$ cat src/hdl/link_train_regs.svh
// register offsets, field positions and timing counts of the link training status block
`ifndef LINK_TRAIN_REGS_SVH
`define LINK_TRAIN_REGS_SVH

// ****************************************
// status channel offsets
// ****************************************
`define OFS_SRC_TEST_CONFIG 8'h35
`define OFS_TRAIN_FLAGS 8'h40
`define OFS_PATTERN_LANES_0_1 8'h41
`define OFS_PATTERN_LANES_2_3 8'h42

// ****************************************
// fields and values
// ****************************************
`define TRAIN_READY_BIT 6
`define SRC_TEST_CONFIG_MASK 8'hee
`define FIXED_PATTERN_REQ 16'h5678
`define RATE_CODE_MAX 4'h6

// ****************************************
// lock detection and timing
// ****************************************
`define LOCK_PERIOD_THREE_LANE 10'h2a8
`define LOCK_PERIOD_FOUR_LANE 10'h1fe
`define LOCK_REPEATS 2'h3
`define HPD_DELAY_MS 1000
`define REF_CLK_KHZ 50000

`endif

$ cat src/hdl/link_train_pkg.sv
// types shared by the link training status block
package link_train_pkg;

    typedef enum logic [1:0] {
        LANES_OFF,
        LANES_THREE,
        LANES_FOUR
    } lane_mode_e;

    // rate code to lane configuration
    function automatic lane_mode_e lane_mode_of(input logic [3:0] code);
        lane_mode_of = (code == 4'h1 || code == 4'h2) ? LANES_THREE :
                       (code >= 4'h3 && code <= 4'h6) ? LANES_FOUR : LANES_OFF;
    endfunction : lane_mode_of

endpackage : link_train_pkg

$ cat src/hdl/lane_lock_if.sv
// carrier between the status block and its per-lane lock detector
`timescale 1ns/1ps
interface lane_lock_if;
    logic clear;
    logic [9:0] period;
    logic [3:0] lane_en;
    logic [3:0] char_valid;
    logic [3:0] sync_seen;
    logic [3:0] locked;

    modport ctrl (output clear, output period, output lane_en, output char_valid, output sync_seen, input locked);
    modport det (input clear, input period, input lane_en, input char_valid, input sync_seen, output locked);
endinterface : lane_lock_if

$ cat src/hdl/lane_lock_detect.sv
// per-lane lock detection from repeated sync character spacing
`timescale 1ns/1ps
`include "link_train_regs.svh"
module lane_lock_detect (
    input wire logic ref_clk,
    input wire logic rst,
    lane_lock_if.det lk
);

    // ****************************************
    // one detector per lane
    // ****************************************
    genvar g;
    generate
        for (g = 0; g < 4; g++) begin : g_lane
            logic [9:0] cnt_q, cnt_d;
            logic [1:0] reps_q, reps_d;
            logic armed_q, armed_d;
            logic lock_q, lock_d;
            wire idle = lk.clear || !lk.lane_en[g];
            wire at_period = armed_q && (cnt_q == lk.period);
            wire good_sync = lk.char_valid[g] && lk.sync_seen[g] && at_period;
            wire bad_sync = lk.char_valid[g] && lk.sync_seen[g] && !at_period;
            wire missed = lk.char_valid[g] && !lk.sync_seen[g] && at_period;
            wire step = lk.char_valid[g] && !lk.sync_seen[g] && armed_q && !at_period;
            wire [1:0] reps_inc = (reps_q == `LOCK_REPEATS) ? reps_q : reps_q + 2'h1;

            assign cnt_d = idle || missed ? 10'h000 : (good_sync || bad_sync) ? 10'h001 : step ? cnt_q + 10'h001 : cnt_q;
            assign reps_d = idle || missed || bad_sync ? 2'h0 : good_sync ? reps_inc : reps_q; // see RULE3 see RULE5
            assign armed_d = idle || missed ? 1'b0 : (good_sync || bad_sync) ? 1'b1 : armed_q;
            assign lock_d = idle || missed || bad_sync ? 1'b0 : good_sync && reps_inc == `LOCK_REPEATS ? 1'b1 : lock_q;

            always_ff @(posedge ref_clk or posedge rst) begin
                if (rst) begin
                    cnt_q <= 10'h000;
                    reps_q <= 2'h0;
                    armed_q <= 1'b0;
                    lock_q <= 1'b0;
                end else begin
                    cnt_q <= cnt_d;
                    reps_q <= reps_d;
                    armed_q <= armed_d;
                    lock_q <= lock_d;
                end
            end

            assign lk.locked[g] = lock_q;

        end
    endgenerate
endmodule : lane_lock_detect

$ cat src/hdl/sink_link_training_status.sv
// receiver link training control, status registers and hot-plug request
// Contract
// RULE1 - report link rate as 4-bit code
// RULE2 - one lock status bit per lane
// RULE3 - three-lane lock: sync spaced 680, thrice
// RULE4 - three-lane mode never sets lane 3 lock
// RULE5 - four-lane lock: sync spaced 510, thrice
// RULE6 - pattern nibbles mapped into 0x41, 0x42
// RULE7 - user drives zero pattern to pass training
// RULE8 - request disabled by default, fixed 0x5678
// RULE9 - user avoids 0xeeee and 0xffff patterns
// RULE10 - no autonomous link rate fallback
// RULE11 - user raises ready only when receiver ready
// RULE12 - ready sets bit6, clears start, sets update
// RULE13 - test configuration copied into 0x35
// RULE14 - system wires hot-plug output to connector
// RULE15 - hot-plug low without supply, after reset
// RULE16 - hot-plug high one second after supply
// RULE17 - lock bits cleared on rate change
`timescale 1ns/1ps
`include "link_train_regs.svh"
module sink_link_training_status #(
    parameter int unsigned HPD_DELAY_CYCLES = `HPD_DELAY_MS * `REF_CLK_KHZ
) (
    input wire logic ref_clk,
    input wire logic rst,
    input wire logic [3:0] rate_code_in,
    input wire logic [3:0] char_valid_in,
    input wire logic [3:0] sync_char_in,
    input wire logic pattern_req_enable,
    input wire logic [15:0] pattern_req_in,
    input wire logic training_ready_in,
    input wire logic update_flag_clear,
    input wire logic [7:0] test_config_in,
    input wire logic supply_presence_in,
    input wire logic [7:0] reg_addr,
    output logic [3:0] link_rate_q,
    output logic [3:0] lane_locked_q,
    output logic training_start_q,
    output logic training_update_q,
    output logic hot_plug_req_q,
    output logic [7:0] reg_rdata_q
);

    localparam int CW = $clog2(HPD_DELAY_CYCLES + 1);
    localparam logic [CW-1:0] HPD_LAST = CW'(HPD_DELAY_CYCLES - 1);

    // ****************************************
    // link rate and lane mode
    // ****************************************
    logic [3:0] link_rate_d;
    link_train_pkg::lane_mode_e mode_d;
    logic rate_change;

    assign link_rate_d = (rate_code_in <= `RATE_CODE_MAX) ? rate_code_in : 4'h0; // see RULE1 see RULE10
    assign mode_d = link_train_pkg::lane_mode_of(link_rate_d);
    assign rate_change = link_rate_d != link_rate_q;

    // ****************************************
    // lane lock
    // ****************************************
    lane_lock_if lock_bus ();
    logic [3:0] lane_locked_d;

    assign lock_bus.clear = rate_change || mode_d == link_train_pkg::LANES_OFF; // see RULE17
    assign lock_bus.period = (mode_d == link_train_pkg::LANES_THREE) ? `LOCK_PERIOD_THREE_LANE
                                                                      : `LOCK_PERIOD_FOUR_LANE; // see RULE3 see RULE5
    assign lock_bus.lane_en = (mode_d == link_train_pkg::LANES_FOUR) ? 4'hf :
                              (mode_d == link_train_pkg::LANES_THREE) ? 4'h7 : 4'h0; // see RULE4
    assign lock_bus.char_valid = char_valid_in;
    assign lock_bus.sync_seen = sync_char_in;
    assign lane_locked_d = lock_bus.clear ? 4'h0 : lock_bus.locked & lock_bus.lane_en; // see RULE2 see RULE17

    lane_lock_detect u_detect (
        .ref_clk(ref_clk),
        .rst(rst),
        .lk(lock_bus)
    );

    // ****************************************
    // training flags, pattern and configuration
    // ****************************************
    logic [15:0] pattern_q, pattern_d;
    logic [7:0] test_cfg_q, test_cfg_d;
    logic ready_q;
    logic start_d, update_d;

    assign pattern_d = pattern_req_enable ? pattern_req_in : `FIXED_PATTERN_REQ; // see RULE8
    assign test_cfg_d = test_config_in & `SRC_TEST_CONFIG_MASK; // see RULE13
    // ready clears start over a same-cycle rate change; update set wins over clear
    assign start_d = training_ready_in ? 1'b0 : (rate_change ? 1'b1 : training_start_q); // see RULE12
    assign update_d = training_ready_in && !ready_q ? 1'b1 : (update_flag_clear ? 1'b0 : training_update_q); // see RULE12

    // ****************************************
    // hot-plug delay
    // ****************************************
    logic [CW-1:0] hpd_cnt_q, hpd_cnt_d;
    logic hpd_d;

    assign hpd_cnt_d = !supply_presence_in ? '0 : (hpd_cnt_q == HPD_LAST ? hpd_cnt_q : hpd_cnt_q + 1'b1); // see RULE16
    assign hpd_d = supply_presence_in && hpd_cnt_q == HPD_LAST; // see RULE15 see RULE16

    // ****************************************
    // status register read
    // ****************************************
    logic [7:0] rdata_d;
    logic [7:0] flags_word;

    assign flags_word = 8'(ready_q) << `TRAIN_READY_BIT; // see RULE12
    assign rdata_d = (reg_addr == `OFS_SRC_TEST_CONFIG) ? test_cfg_q :
                     (reg_addr == `OFS_TRAIN_FLAGS) ? flags_word :
                     (reg_addr == `OFS_PATTERN_LANES_0_1) ? pattern_q[7:0] :
                     (reg_addr == `OFS_PATTERN_LANES_2_3) ? pattern_q[15:8] : 8'h00; // see RULE6

    always_ff @(posedge ref_clk or posedge rst) begin
        if (rst) begin
            link_rate_q <= 4'h0;
            lane_locked_q <= 4'h0;
            pattern_q <= `FIXED_PATTERN_REQ;
            test_cfg_q <= 8'h00;
            ready_q <= 1'b0;
            training_start_q <= 1'b0;
            training_update_q <= 1'b0;
            hpd_cnt_q <= '0;
            hot_plug_req_q <= 1'b0;
            reg_rdata_q <= 8'h00;
        end else begin
            link_rate_q <= link_rate_d;
            lane_locked_q <= lane_locked_d;
            pattern_q <= pattern_d;
            test_cfg_q <= test_cfg_d;
            ready_q <= training_ready_in;
            training_start_q <= start_d;
            training_update_q <= update_d;
            hpd_cnt_q <= hpd_cnt_d;
            hot_plug_req_q <= hpd_d;
            reg_rdata_q <= rdata_d;
        end
    end
endmodule : sink_link_training_status

$ cat config.mk
export PLATFORM = sky130hd
export DESIGN_NAME = sink_link_training_status
export DESIGN_NICKNAME = d
export VERILOG_FILES = /design/src/hdl/link_train_pkg.sv /design/src/hdl/lane_lock_if.sv /design/src/hdl/lane_lock_detect.sv /design/src/hdl/sink_link_training_status.sv
export VERILOG_INCLUDE_DIRS = /design/src /design/src/hdl
export SDC_FILE = /design/constraint.sdc
export NUM_CORES = 1
export LEC_CHECK = 0
export ABC_CLOCK_PERIOD_IN_PS = 4250
export BUFFER_PORTS_ARGS = -buffer_cell sky130_fd_sc_hd__buf_2
export CORE_MARGIN = 2
export CORE_UTILIZATION = 42
export CTS_CLUSTER_SIZE = 20
export DETAILED_ROUTE_END_ITERATION = 7
export PLACE_DENSITY_LB_ADDON = 0.12
export SKIP_CTS_REPAIR_TIMING = 1
export SYNTH_ARGS = -nofsm -noshare
export SYNTH_HDL_FRONTEND = slang
export SYNTH_SLANG_ARGS = --single-unit
$ cat constraint.sdc
create_clock -name ref_clk -period 4.25 [get_ports ref_clk]
set_clock_uncertainty 0.05 [all_clocks]
set_input_delay 0.425 -clock ref_clk [delete_from_list [all_inputs] [get_ports ref_clk]]
set_output_delay 0.425 -clock ref_clk [all_outputs]
set_load 0.01 [all_outputs]
# After elaboration in Yosys (flattened, before gate mapping)
# Cells that the tools add are included.
word_totals:
  register_bits: 124
  inputBits: 50
  output_inout_bits: 19
  word_cells: 209
classes:
  n_addsub: 9
  magnitude_cmp: 3
  n_eq_ne: 23
  n_mux: 58
  bitwise: 1
  reduce_logical: 89
op_table:
  columns: ["operator", "n"]
  rows:
  - ["$mux 10", 13]
  - ["$mux 26", 2]
  - ["$add 10x1->10 const B", 4]
  - ["$eq 10x10->1", 4]
  - ["$logic_and 1x1->1", 39]
  - ["$mux 8", 4]
  - ["$mux 2", 14]
  - ["$reduce_bool 2->1", 14]
  - ["$add 26x1->26 const B", 1]
  - ["$eq 26x26->1 const B", 1]
  - ["$eq 8x7->1 const B", 3]
  - ["$mux 1", 20]
  - ["$eq 2x2->1 const B", 9]
  - ["$logic_or 1x1->1", 18]
  - ["$mux 16", 1]
  - ["$logic_not 1->1", 13]
  - ["$mux 4", 3]
  - ["$reduce_bool 3->1", 4]
  - ["$add 2x1->2 const B", 4]
  - ["$eq 8x6->1 const B", 1]
  - ["$le 4x3->1 const B", 2]
  - ["$and 4x4->4", 1]
  - ["$eq 4x1->1 const B", 1]
  - ["$eq 4x2->1 const B", 1]
  - ["other kinds (6)", 6]

# Depth between registers and ports, before layout
# Gate-level depths: netlist of the first run.
logic_depth:
  depth_word: 15
  ltp_mapped: 8
  ltp_nobuf: 6

# By module
# Synthesis of the first run repeated with hierarchy kept, for this count alone.
hier_totals:
  hier_cells: 706
  hier_area_um2: 6721.4
by_module_without_submodules:
  columns: ["mod", "n_inst", "cells_per_inst", "area_each_um2", "seq_area_each_um2"]
  rows:
  - ["lane_lock_detect", 1, 415, 3649.8, 1401.3]
  - ["sink_link_training_status", 1, 291, 3071.7, 1711.6]

# Worst setup path before layout of the first run
# OpenSTA, ideal clock, no wires.
synth_timing:
  path_kind: "input to register"
  from: "input rate_code_in[1]"
  to: "register u_detect.g_lane[1].reps_q[0]"
  setup_time_ns: 0.123
  arrival_ns: 1.936
  required_ns: 4.077
  path_slack_ns: 2.141
  path_stages: 7
  n_path_buf: 2
  path_cell_list: "buf_6 xor2_4 a211o_1 a2111oi_4 buf_6 mux2i_1 a21oi_1"
synth_between:
  elab_chain_cells: 14
  elab_cells_between_ends: 30
  cone_classes: "3 x order compare; 6 x eq/ne; 7 x mux; 14 x reduce/logical"
synth_lines:
  columns: ["item", "line_no", "rtl"]
  rows:
  - ["start, declared", "sink_link_training_status.sv:27", "input wire logic [3:0] rate_code_in,"]
  - ["$le 4x3->1 (no source line)", null, null]
  - ["$mux 4 *", "sink_link_training_status.sv:55", "assign link_rate_d = (rate_code_in <= `RATE_CODE_MAX) ? rate_code_in : 4'h0;"]
  - ["$ge 4x2->1 or $le 4x3->1 (tied branches)", "link_train_pkg.sv:13", "(code >= 4'h3 && code <= 4'h6) ? LANES_FOUR : LANES_OFF;"]
  - ["$logic_and 1x1->1", "link_train_pkg.sv:13", null]
  - ["$mux 2", "link_train_pkg.sv:13", null]
  - ["$mux 2", "link_train_pkg.sv:12", "lane_mode_of = (code == 4'h1 || code == 4'h2) ? LANES_THREE :"]
  - ["$eq 2x1->1", "sink_link_training_status.sv:66, sink_link_training_status.sv:69", null]
  - ["$mux 10 (no source line) or $mux 3 (tied branches)", null, null]
  - ["$eq 10x10->1 or $mux 4 (tied branches)", "lane_lock_detect.sv:21, sink_link_training_status.sv:68", null]
  - ["$logic_and 1x1->1 or $logic_not 1->1 (tied branches)", "lane_lock_detect.sv:21, lane_lock_detect.sv:20", null]
  - ["$logic_and 1x1->1 (tied with other cells)", "lane_lock_detect.sv:24", "wire missed = lk.char_valid[g] && !lk.sync_seen[g] && at_period;"]
  - ["$logic_or 1x1->1 or $logic_and 1x1->1 (tied branches)", "lane_lock_detect.sv:29, lane_lock_detect.sv:23", null]
  - ["$logic_or 1x1->1", "lane_lock_detect.sv:29", "assign reps_d = idle || missed || bad_sync ? 2'h0 : good_sync ? reps_inc : reps_q;"]
  - ["$mux 2 or $reduce_bool 2->1 (tied branches)", null, null]
  - ["end signal, assigned", "lane_lock_detect.sv:41", "reps_q <= reps_d;"]
  - ["end, declared", "lane_lock_detect.sv:17", "logic [1:0] reps_q, reps_d;"]
# Mark *: on every way between the ends. The rest lies on a longest branch, timed or not.
# A chain may end at the register's enable or synchronous reset.

# Worst setup path in the final report of the first run
layout_timing:
  from: "register u_detect.g_lane[3].cnt_q[6]"
  to: "register u_detect.g_lane[3].reps_q[1]"
layout_between:
  elab_chain_cells: 6
  elab_cells_between_ends: 10
  cone_classes: "1 x eq/ne; 1 x mux; 8 x reduce/logical"
layout_lines:
  columns: ["item", "line_no", "rtl"]
  rows:
  - ["start, declared", "lane_lock_detect.sv:16", "logic [9:0] cnt_q, cnt_d;"]
  - ["start signal, assigned", "lane_lock_detect.sv:40", "cnt_q <= cnt_d;"]
  - ["$eq 10x10->1 *", "lane_lock_detect.sv:21", "wire at_period = armed_q && (cnt_q == lk.period);"]
  - ["$logic_and 1x1->1 *", "lane_lock_detect.sv:21", null]
  - ["$logic_and 1x1->1 or $logic_not 1->1 (tied branches)", "lane_lock_detect.sv:24, lane_lock_detect.sv:23", null]
  - ["$logic_or 1x1->1 or $logic_and 1x1->1 (tied branches)", "lane_lock_detect.sv:29, lane_lock_detect.sv:23", null]
  - ["$logic_or 1x1->1", "lane_lock_detect.sv:29", null]
  - ["$mux 2 or $reduce_bool 2->1 (tied branches)", null, null]
  - ["end signal, assigned", "lane_lock_detect.sv:41", null]
  - ["end, declared", "lane_lock_detect.sv:17", null]
# Marked as above.

==> metrics.md, run 1 <==
| Metric | Value |
|---|---|
| Synth Instances | `631` |
| Syn. warnings | `0` |
| CTS tree | `yes` |
| Crit-path slowest cell | `a21oi_1` |
| Switch Pwr | `between 600 and 700 µW` |
| Drt wl/cell | `15.35 µm` |
| Relative slew slack | `0.2536` |
| Final setup fails | `0` |
| # diodes | `0` |
| Final TNS setup | `0 ns` |
| Mean Syn Cell Area | `approximately 10 µm²` |
| DRC Markers | `0` |
| Seq pwr share | `0.436` |
| Nets | `744` |
| Synthesis-stage register bit count | `124` |
| Clock H-tree levels | `4` |
| EDFF count, synth | `0` |
| Netlist cell types | `70` |
| Final WL | `approximately 14000 µm` |
| CTS root buf | `clkbuf_16` |
| Clk slew on worst S/H paths | `about 0.06 ns` |
| Overall power | `2.783 mW` |
| Worst hold start | `test_config_in[3]` |
| Die Span X | `126.9 µm` |
| Initial antenna violation count | `0` |
| Routing usage on met3 | `0.04386` |
| Gr usage total | `0.1781` |
| Met1 GRT Util | `0.2262` |
| Worst setup EP type | `flip-flop` |
| Share of the synthesized area in the top cell type | `0.4574` |
| Leakage | `2.948 nW` |
| Peak Freq | `about 0.41 GHz` |
| Vias in the first global route | `4872` |
| IO Count | `69` |
| Die height | `126.9 µm` |
| Sequential-to-total area share from yosys stat | `0.4905` |
| DP Wirelength | `9132 µm` |
| Final Slew Violations | `0` |
| GRT Residual Overflow | `0` |
| Ys flop type | `dfrtp_1` |
| DR pass1 iterations | `6` |
| RSZ-0062 raised after global routing | `no` |
| Largest net degree at the start of global routing | `57` |
| Antenna viol nets, final | `0` |
| Crit-path cells | `nor4b_1 > and4_1 > o21ai_0 > a21oi_1 > o32ai_1` |
| Pwr Density | `378.6 mW/mm²` |
| Post-synth top area cell | `dfrtp_1` |
| Most Used Layer, Global Route | `met2` |
| Async SR Flop Fraction | `1.000` |
| Startpoint Class | `flip-flop` |
| Avg Vias per Cell | `5.630` |
| Met2 GRT Util | `0.3001` |
| Leading cell type in the layout, fill and taps excluded | `dfrtp_1` |
| Critical Path AT | `about 2.7 ns` |
| Crit-path max cell delay | `roughly 0.93 ns` |
| Final Core Density | `0.5021` |
| Worst VDD drop | `0.0002699 V` |
| Crit path required time | `approximately 4.5 ns` |
| Post-Place Cell Area | `0.006766 mm²` |
| Rows | `44` |
| Core Area | `0.01464 mm²` |
| Max-cap violations | `0` |
| Synth area leaders | `dfrtp_1 (46%), dfstp_2 (3.3%), nand2_1 (3.1%)` |
| Critical path type | `reg2reg` |
| First-pass GRT wire length | `23350 µm` |
| Final Hold Vio Count | `0` |
| DIE AREA | `0.01611 mm²` |
| Placer Congestion | `0.8656` |
| Worst min-delay path class | `in2reg` |
| Final period util | `0.5783` |
| Fin crit period | `2.458 ns` |
| Starting Density | `0.4334` |
| Commonest non-fill, non-tap cells in the layout | `dfrtp_1 (116), buf_2 (66), nand2_1 (52)` |
| Cts bufs inserted | `17` |
| Clk pwr share | `0.513` |
| Status | `complete, no violations` |
| TritonCTS Sinks | `124` |
| Crit Path Max Fanout | `12` |
| Synth-to-layout area growth | `15.85%` |
| Worst-Margin Slew | `1.120 ns` |
| Mapped Nets | `between 600 and 700` |
| Cell area after layout | `0.007352 mm²` |
| Via Count | `4988` |
| Crit. Startpoint | `u_detect.g_lane[3].cnt_q[6]$_DFFE_PP0P_` |
| Reg2reg start | `u_detect.g_lane[3].cnt_q[6]$_DFFE_PP0P_` |
| Cell Area, Synth | `0.006346 mm²` |
| Layout cells sized above 1 | `0.1994` |
| Pint | `2.129 mW` |
| DRT iter0 DRCs | `266` |
| Worst-skew pair later-pin latency | `0.42 ns` |
| Combinational power share | `0.052` |
| Switching Share | `0.2349` |
| Buffers on Ports | `66` |
| Clock Tree Buf Depth | `2` |
## state kept, by name, summed over array words and instances, names as in the netlist
name	cells
link_rate_q	4
training_update_q	1
lane_locked_q	4
hpd_cnt_q	26
training_start_q	1
ready_q	1
u_detect.g_lane.armed_q	4
reg_rdata_q	8
test_cfg_q	6
u_detect.g_lane.cnt_q	40
u_detect.g_lane.reps_q	8
pattern_q	16
hot_plug_req_q	1
u_detect.g_lane.lock_q	4
## power groups by stage
stage / Combinational [mW] / Sequential (mW) / Clock [mW]
2_1_floorplan: 0.0900 / 1.23 / 0
3_3_place_gp: 0.143 / 1.23 / 0
3_5_place_dp: 0.147 / 1.23 / 0
4_1_cts: 0.148 / 1.21 / 1.47
5_1_grt: 0.163 / 1.21 / 1.51
6_report: 0.144 / 1.21 / 1.43
## worst max-delay path, delay by kind of cell (launching register included)
kind | cells | cell delay, ns
and+or+nand+nor | 2 | 0.54
AOI/OAI and AO/OA | 3 | 1.27
DFF | 1 | 0.45
## cells by family after synthesis
group,Yosys count,share of synthesized area
AOI/OAI and AO/OA,129,0.1502
xor gates and xnor gates,31,0.04574
adders and majority gates,5,0.009858
buffers and inverters,54,0.04140
DFF,124,0.4905
muxes,9,0.01420
other,1,0.0005909
and+or+nand+nor,278,0.2474
## area by class of cell
cell class | instances | area [µm²]
fill | 1362 | 7292
sequential | 124 | 3113
multi-input combinational | 453 | 2970
clock buffer | 19 | 442.9
timing repair buffer | 71 | 367.9
tap | 184 | 230.2
clock inverter | 13 | 142.6
inverter | 22 | 85.08
## per-layer routing
metal,part of all wire,up-vias
met5,0,-
met4,0.014,0
met3,0.039,13
met2,0.49,90
met1,0.46,2457
li1,-,2428
## synthesized netlist by cell type, drive strengths merged, types with 5 or more instances
cell,count
a211oi,23
a21o,5
a21oi,24
a22oi,7
a31oi,7
and2,9
and3,8
buf,18
clkbuf,14
dfrtp,116
dfstp,8
ha,5
inv,22
mux2i,9
nand2,52
nand2b,17
nand3,26
nand4,22
nor2,37
nor3,22
nor4,11
nor4b,8
o21a,5
o21ai,26
o31ai,12
o32ai,6
or2,7
or3,23
or4,9
xnor2,13
xor2,18
## worst paths after layout
path                                                       endpoint  slack, ns  cells past startpoint
setup / recovery           u_detect.g_lane[3].reps_q[1]$_DFFE_PP0P_       1.79                      5
hold / removal                              test_cfg_q[3]$_DFF_PP0_       0.06                      1
setup reg to reg           u_detect.g_lane[3].reps_q[1]$_DFFE_PP0P_       1.79                      5
hold reg to reg                            reg_rdata_q[6]$_DFF_PP0_       0.41                      2
max in group asynchronous                    pattern_q[5]$_DFF_PP1_       3.12                      3
min in group asynchronous                lane_locked_q[3]$_DFF_PP0_       0.07                      2
## metrics by stage
step,hold slack [ns],worst slack [ns],instances
5_1_grt,0.04344,1.517,886
3_3_place_gp,0.3907,1.579,854
3_5_place_dp,0.4041,1.529,854
6_report,0.05770,1.792,886
2_1_floorplan,0.3757,0.4890,631
4_1_cts,0.03563,1.749,886
Power figures use the tool's default switching activity.
==> run 2, diff against run 1 <==
--- a/config.mk
+++ b/config.mk
@@ -6,7 +6,8 @@
 export SDC_FILE = /design/constraint.sdc
 export NUM_CORES = 1
 export LEC_CHECK = 0
-export ABC_CLOCK_PERIOD_IN_PS = 4250
+export ABC_AREA = 1
+export ABC_CLOCK_PERIOD_IN_PS = 2300
 export BUFFER_PORTS_ARGS = -buffer_cell sky130_fd_sc_hd__buf_2
 export CORE_MARGIN = 2
 export CORE_UTILIZATION = 42
==> constraint.sdc (replaced) <==
create_clock -name ref_clk -period 2.3 [get_ports ref_clk]
set_clock_uncertainty 0.05 [all_clocks]
set_input_delay 0.23 -clock ref_clk [delete_from_list [all_inputs] [get_ports ref_clk]]
set_output_delay 0.23 -clock ref_clk [all_outputs]
set_load 0.01 [all_outputs]
==> run 2 against run 1 <==
The flow now finishes with violations (hold timing). Maximum frequency rose by 22%. Cell count rose by 31%. Setup slack got worse by 1.5 ns. Synthesized cell count rose by 34%. Clock power rose by 70%. Critical path depth rose by 6. Hold slack got worse by 0.095 ns. Critical path type unchanged. Largest power group unchanged.
==> metrics.md, run 2 <==
| Metric | Value |
|---|---|
| RSZ-0062 raised after global routing | `no` |
| Netlist cell types | `45 (-36%)` |
| Die Span X | `128.6 µm (+1.3%)` |
| # diodes | `0 (unchanged)` |
| Final Hold Vio Count | `1 (+1)` |
| Worst setup EP type | `flip-flop` |
| DRT iter0 DRCs | `380 (+43%)` |
| Drt wl/cell | `12.51 µm (-18%)` |
| Crit path required time | `2.59 ns (-1.87 ns)` |
| Max-cap violations | `0 (unchanged)` |
| Placer Congestion | `0.8844 (+2.2%)` |
| Post-synth top area cell | `dfrtp_1` |
| Buffers on Ports | `66 (unchanged)` |
| EDFF count, synth | `0 (unchanged)` |
| Worst min-delay path class | `in2reg` |
| Max FFs per register | `40 (unchanged)` |
| Met1 GRT Util | `0.2602 (+0.03403)` |
| Met2 GRT Util | `0.2907 (-0.009451)` |
| Synthesis-stage register bit count | `124 (unchanged)` |
| Mean Syn Cell Area | `7.710 µm² (-23%)` |
| Syn. warnings | `0 (unchanged)` |
| Final period util | `0.8726 (+0.2943)` |
| Register name with the most flops | `u_detect.g_lane.cnt_q` |
| Worst-Margin Slew | `0.7253 ns (-0.3944 ns)` |
| DIE AREA | `0.01654 mm² (+2.7%)` |
| Final TNS setup | `0 ns (unchanged)` |
| Routing usage on met3 | `0.04615 (+0.002290)` |
| Layout cells sized above 1 | `0.1641 (-0.03534)` |
| Final Core Density | `0.5215 (+0.01943)` |
| CTS tree | `yes` |
| Worst VDD drop | `0.0004865 V (+80%)` |
| Mapped Nets | `901 (+31%)` |
| GRT Residual Overflow | `0 (unchanged)` |
| Worst-skew pair later-pin latency | `0.41 ns (about the same)` |
| Failing checks | `hold timing` |
| Rows | `45 (+2.3%)` |
| Cell Area, Synth | `0.006523 mm² (+2.8%)` |
| Leakage | `3.831 nW (+30%)` |
| Synth Area in Compound Gates | `0.06273 (-0.08751)` |
| Most Used Layer, Global Route | `met2` |
| Pwr Density | `627.1 mW/mm² (+66%)` |
| Synth top cells by count | `nand2_1 (207), inv_1 (125), nor2_1 (119), dfrtp_1 (116), nand3_1 (68)` |
| Antenna viol nets, final | `0 (unchanged)` |
| Clk slew on worst S/H paths | `0.06 ns (about the same)` |
| Largest net degree at the start of global routing | `31 (-46%)` |
| Clock Tree Buf Depth | `2 (unchanged)` |
| Avg Vias per Cell | `4.821 (-14%)` |
| Placed Cells | `1101 (+29%)` |
| TritonCTS Sinks | `124 (unchanged)` |
| Crit-path max cell delay | `0.37 ns (-0.56 ns)` |
| Post-synthesis mux area share | `0 (-0.01420)` |
| Sequential-to-total area share from yosys stat | `0.4773 (-0.01327)` |
| First-pass GRT wire length | `24630 µm (+5.5%)` |
| Crit-path cells | `ha_1 > nand2_1 > nor2_1 > nand2_1 > nor2_2 > inv_1 > nor2_2 > nand3_1 > nor2_1 > o21ai_0 > a21oi_1` |
| Final WL | `14480 µm (+6.5%)` |
| Synth area leaders | `dfrtp_1 (45%), nand2_1 (12%), inv_1 (7.2%)` |
| Die height | `128.6 µm (+1.3%)` |
| Synth-to-layout area growth | `21.54%` |
| Startpoint Class | `flip-flop` |
| Final Slew Violations | `0 (unchanged)` |
| DP Wirelength | `10430 µm (+14%)` |
| XOR/XNOR Fraction of Synth Area | `0.01746 (-0.02828)` |
| Top flop regs | `u_detect.g_lane.cnt_q (40), hpd_cnt_q (26), pattern_q (16)` |
| Main combinational cell family by area after synthesis | `simple AND/OR/NAND/NOR gates` |
| Synth Area in Simple Gates | `0.3484 (+0.1009)` |
| DR pass1 iterations | `5 (-1)` |
| Fin crit period | `2.007 ns (-0.4508 ns)` |
| Starting Density | `0.4291 (-0.004303)` |
| Status | `finished, violations left` |
| Final setup fails | `0 (unchanged)` |
| Ys flop type | `dfrtp_1` |
| DRC Markers | `0 (unchanged)` |
| Clock H-tree levels | `4 (unchanged)` |
| Fin cells | `1157 (+31%)` |
| Fin Hold WS | `-0.03705 ns (-0.09475 ns)` |
| Peak Freq | `0.4982 GHz (+22%)` |
| CTS root buf | `clkbuf_16` |
| Nets | `1011 (+36%)` |
| Critical path type | `reg2reg` |
| Async SR Flop Fraction | `1.000 (unchanged)` |
| Synth Instances | `846 (+34%)` |
| Via Count | `5578 (+12%)` |
| Synth Area in Adders | `0.009591 (-0.0002666)` |
| Crit Path Max Fanout | `4 (-8)` |
| Critical Path AT | `2.30 ns (-0.37 ns)` |
| Gr usage total | `0.1865 (+0.008487)` |
| Cts bufs inserted | `17 (unchanged)` |
| Share of the synthesized area in the top cell type | `0.4450 (-0.01237)` |
| Commonest non-fill, non-tap cells in the layout | `nand2_1 (207), inv_1 (124), nor2_1 (119)` |
| IO Count | `69 (unchanged)` |
| Fill count | `1432 (+5.1%)` |
| Crit-path slowest cell | `dfrtp_1` |
| Core Area | `0.01520 mm² (+3.8%)` |
| Leading cell type in the layout, fill and taps excluded | `nand2_1` |
| Relative slew slack | `0.5155 (+0.2619)` |
| Vias in the first global route | `5225 (+7.2%)` |
| Initial antenna violation count | `1 (+1)` |
| Top-count cell post-synth | `nand2_1` |
[run 2: cell types whose count changed after synthesis, sizes merged, moves of 16 or more]
cell    before  now
nand2       52  212
inv         22  135
nor2        37  127
nand3       26   75
or3         23    0
a211oi      23    2
nand2b      17    0
buf         18    2
[run 2: layer usage]
layer / vias to the layer above / part of all wire
met5: - / 0.00090
met4: 2 / 0.011
met3: 14 / 0.042
met2: 96 / 0.44
met1: 2542 / 0.50
li1: 2924 / -
[run 2: worst paths after layout]
path | to | start | slack, ns | cells after the start
max | hpd_cnt_q[20]$_DFFE_PP0N_ | hpd_cnt_q[0]$_DFFE_PP0N_ | 0.29 | 11
min | pattern_q[11]$_DFF_PP0_ | pattern_req_in[11] | -0.04 | 3
min reg2reg | reg_rdata_q[3]$_DFF_PP0_ | pattern_q[11]$_DFF_PP0_ | 0.41 | 2
max reg2reg | hpd_cnt_q[20]$_DFFE_PP0N_ | hpd_cnt_q[0]$_DFFE_PP0N_ | 0.29 | 11
max in group asynchronous | pattern_q[9]$_DFF_PP1_ | rst | 1.04 | 4
min in group asynchronous | hpd_cnt_q[12]$_DFFE_PP0N_ | rst | 0.44 | 3
[run 2: layout make-up]
type / instances / area [µm²] / share of cell area
Inverter: 136 / 514.2 / 0.06487
Multi-Input combinational cell: 580 / 2861 / 0.3610
Tap cell: 188 / 235.2 / 0.02967
Clock buffer: 17 / 425.4 / 0.05366
Sequential cell: 124 / 3113 / 0.3927
Timing Repair Buffer: 97 / 660.6 / 0.08333
Clock inverter: 15 / 117.6 / 0.01484
[run 2: kinds of logic after synthesis]
group	count (synthesis)
buffers and inverters	142
adders and majority gates	5
AOI/OAI and AO/OA	69
and+or+nand+nor	492
xor gates and xnor gates	13
other	1
DFF	124
[run 2: metrics by stage]
step	area (µm²)	worst slack [ns]	total power [mW]
floorplan	6526	0.5012	2.433
detailed placement	7144	0.2870	2.549
CTS	7687	0.3053	5.007
global placement	7144	0.3086	2.547
global route	7928	0.01733	5.196
finish	7928	0.2929	4.972
[run 2: critical path: cells and delay by family (launching register included)]
family / cells / cell delay (ns)
simple gates: 7 / 1.00
fa+ha+maj: 1 / 0.21
buf+inv: 1 / 0.08
flops: 1 / 0.37
compound gates: 2 / 0.21
[run 2: report_power, final]
| part | switching (mW) | internal [mW] |
|---|---|---|
| sequential | 0.0162 | 2.22 |
| clock | 1.05 | 1.39 |
| combinational | 0.187 | 0.114 |
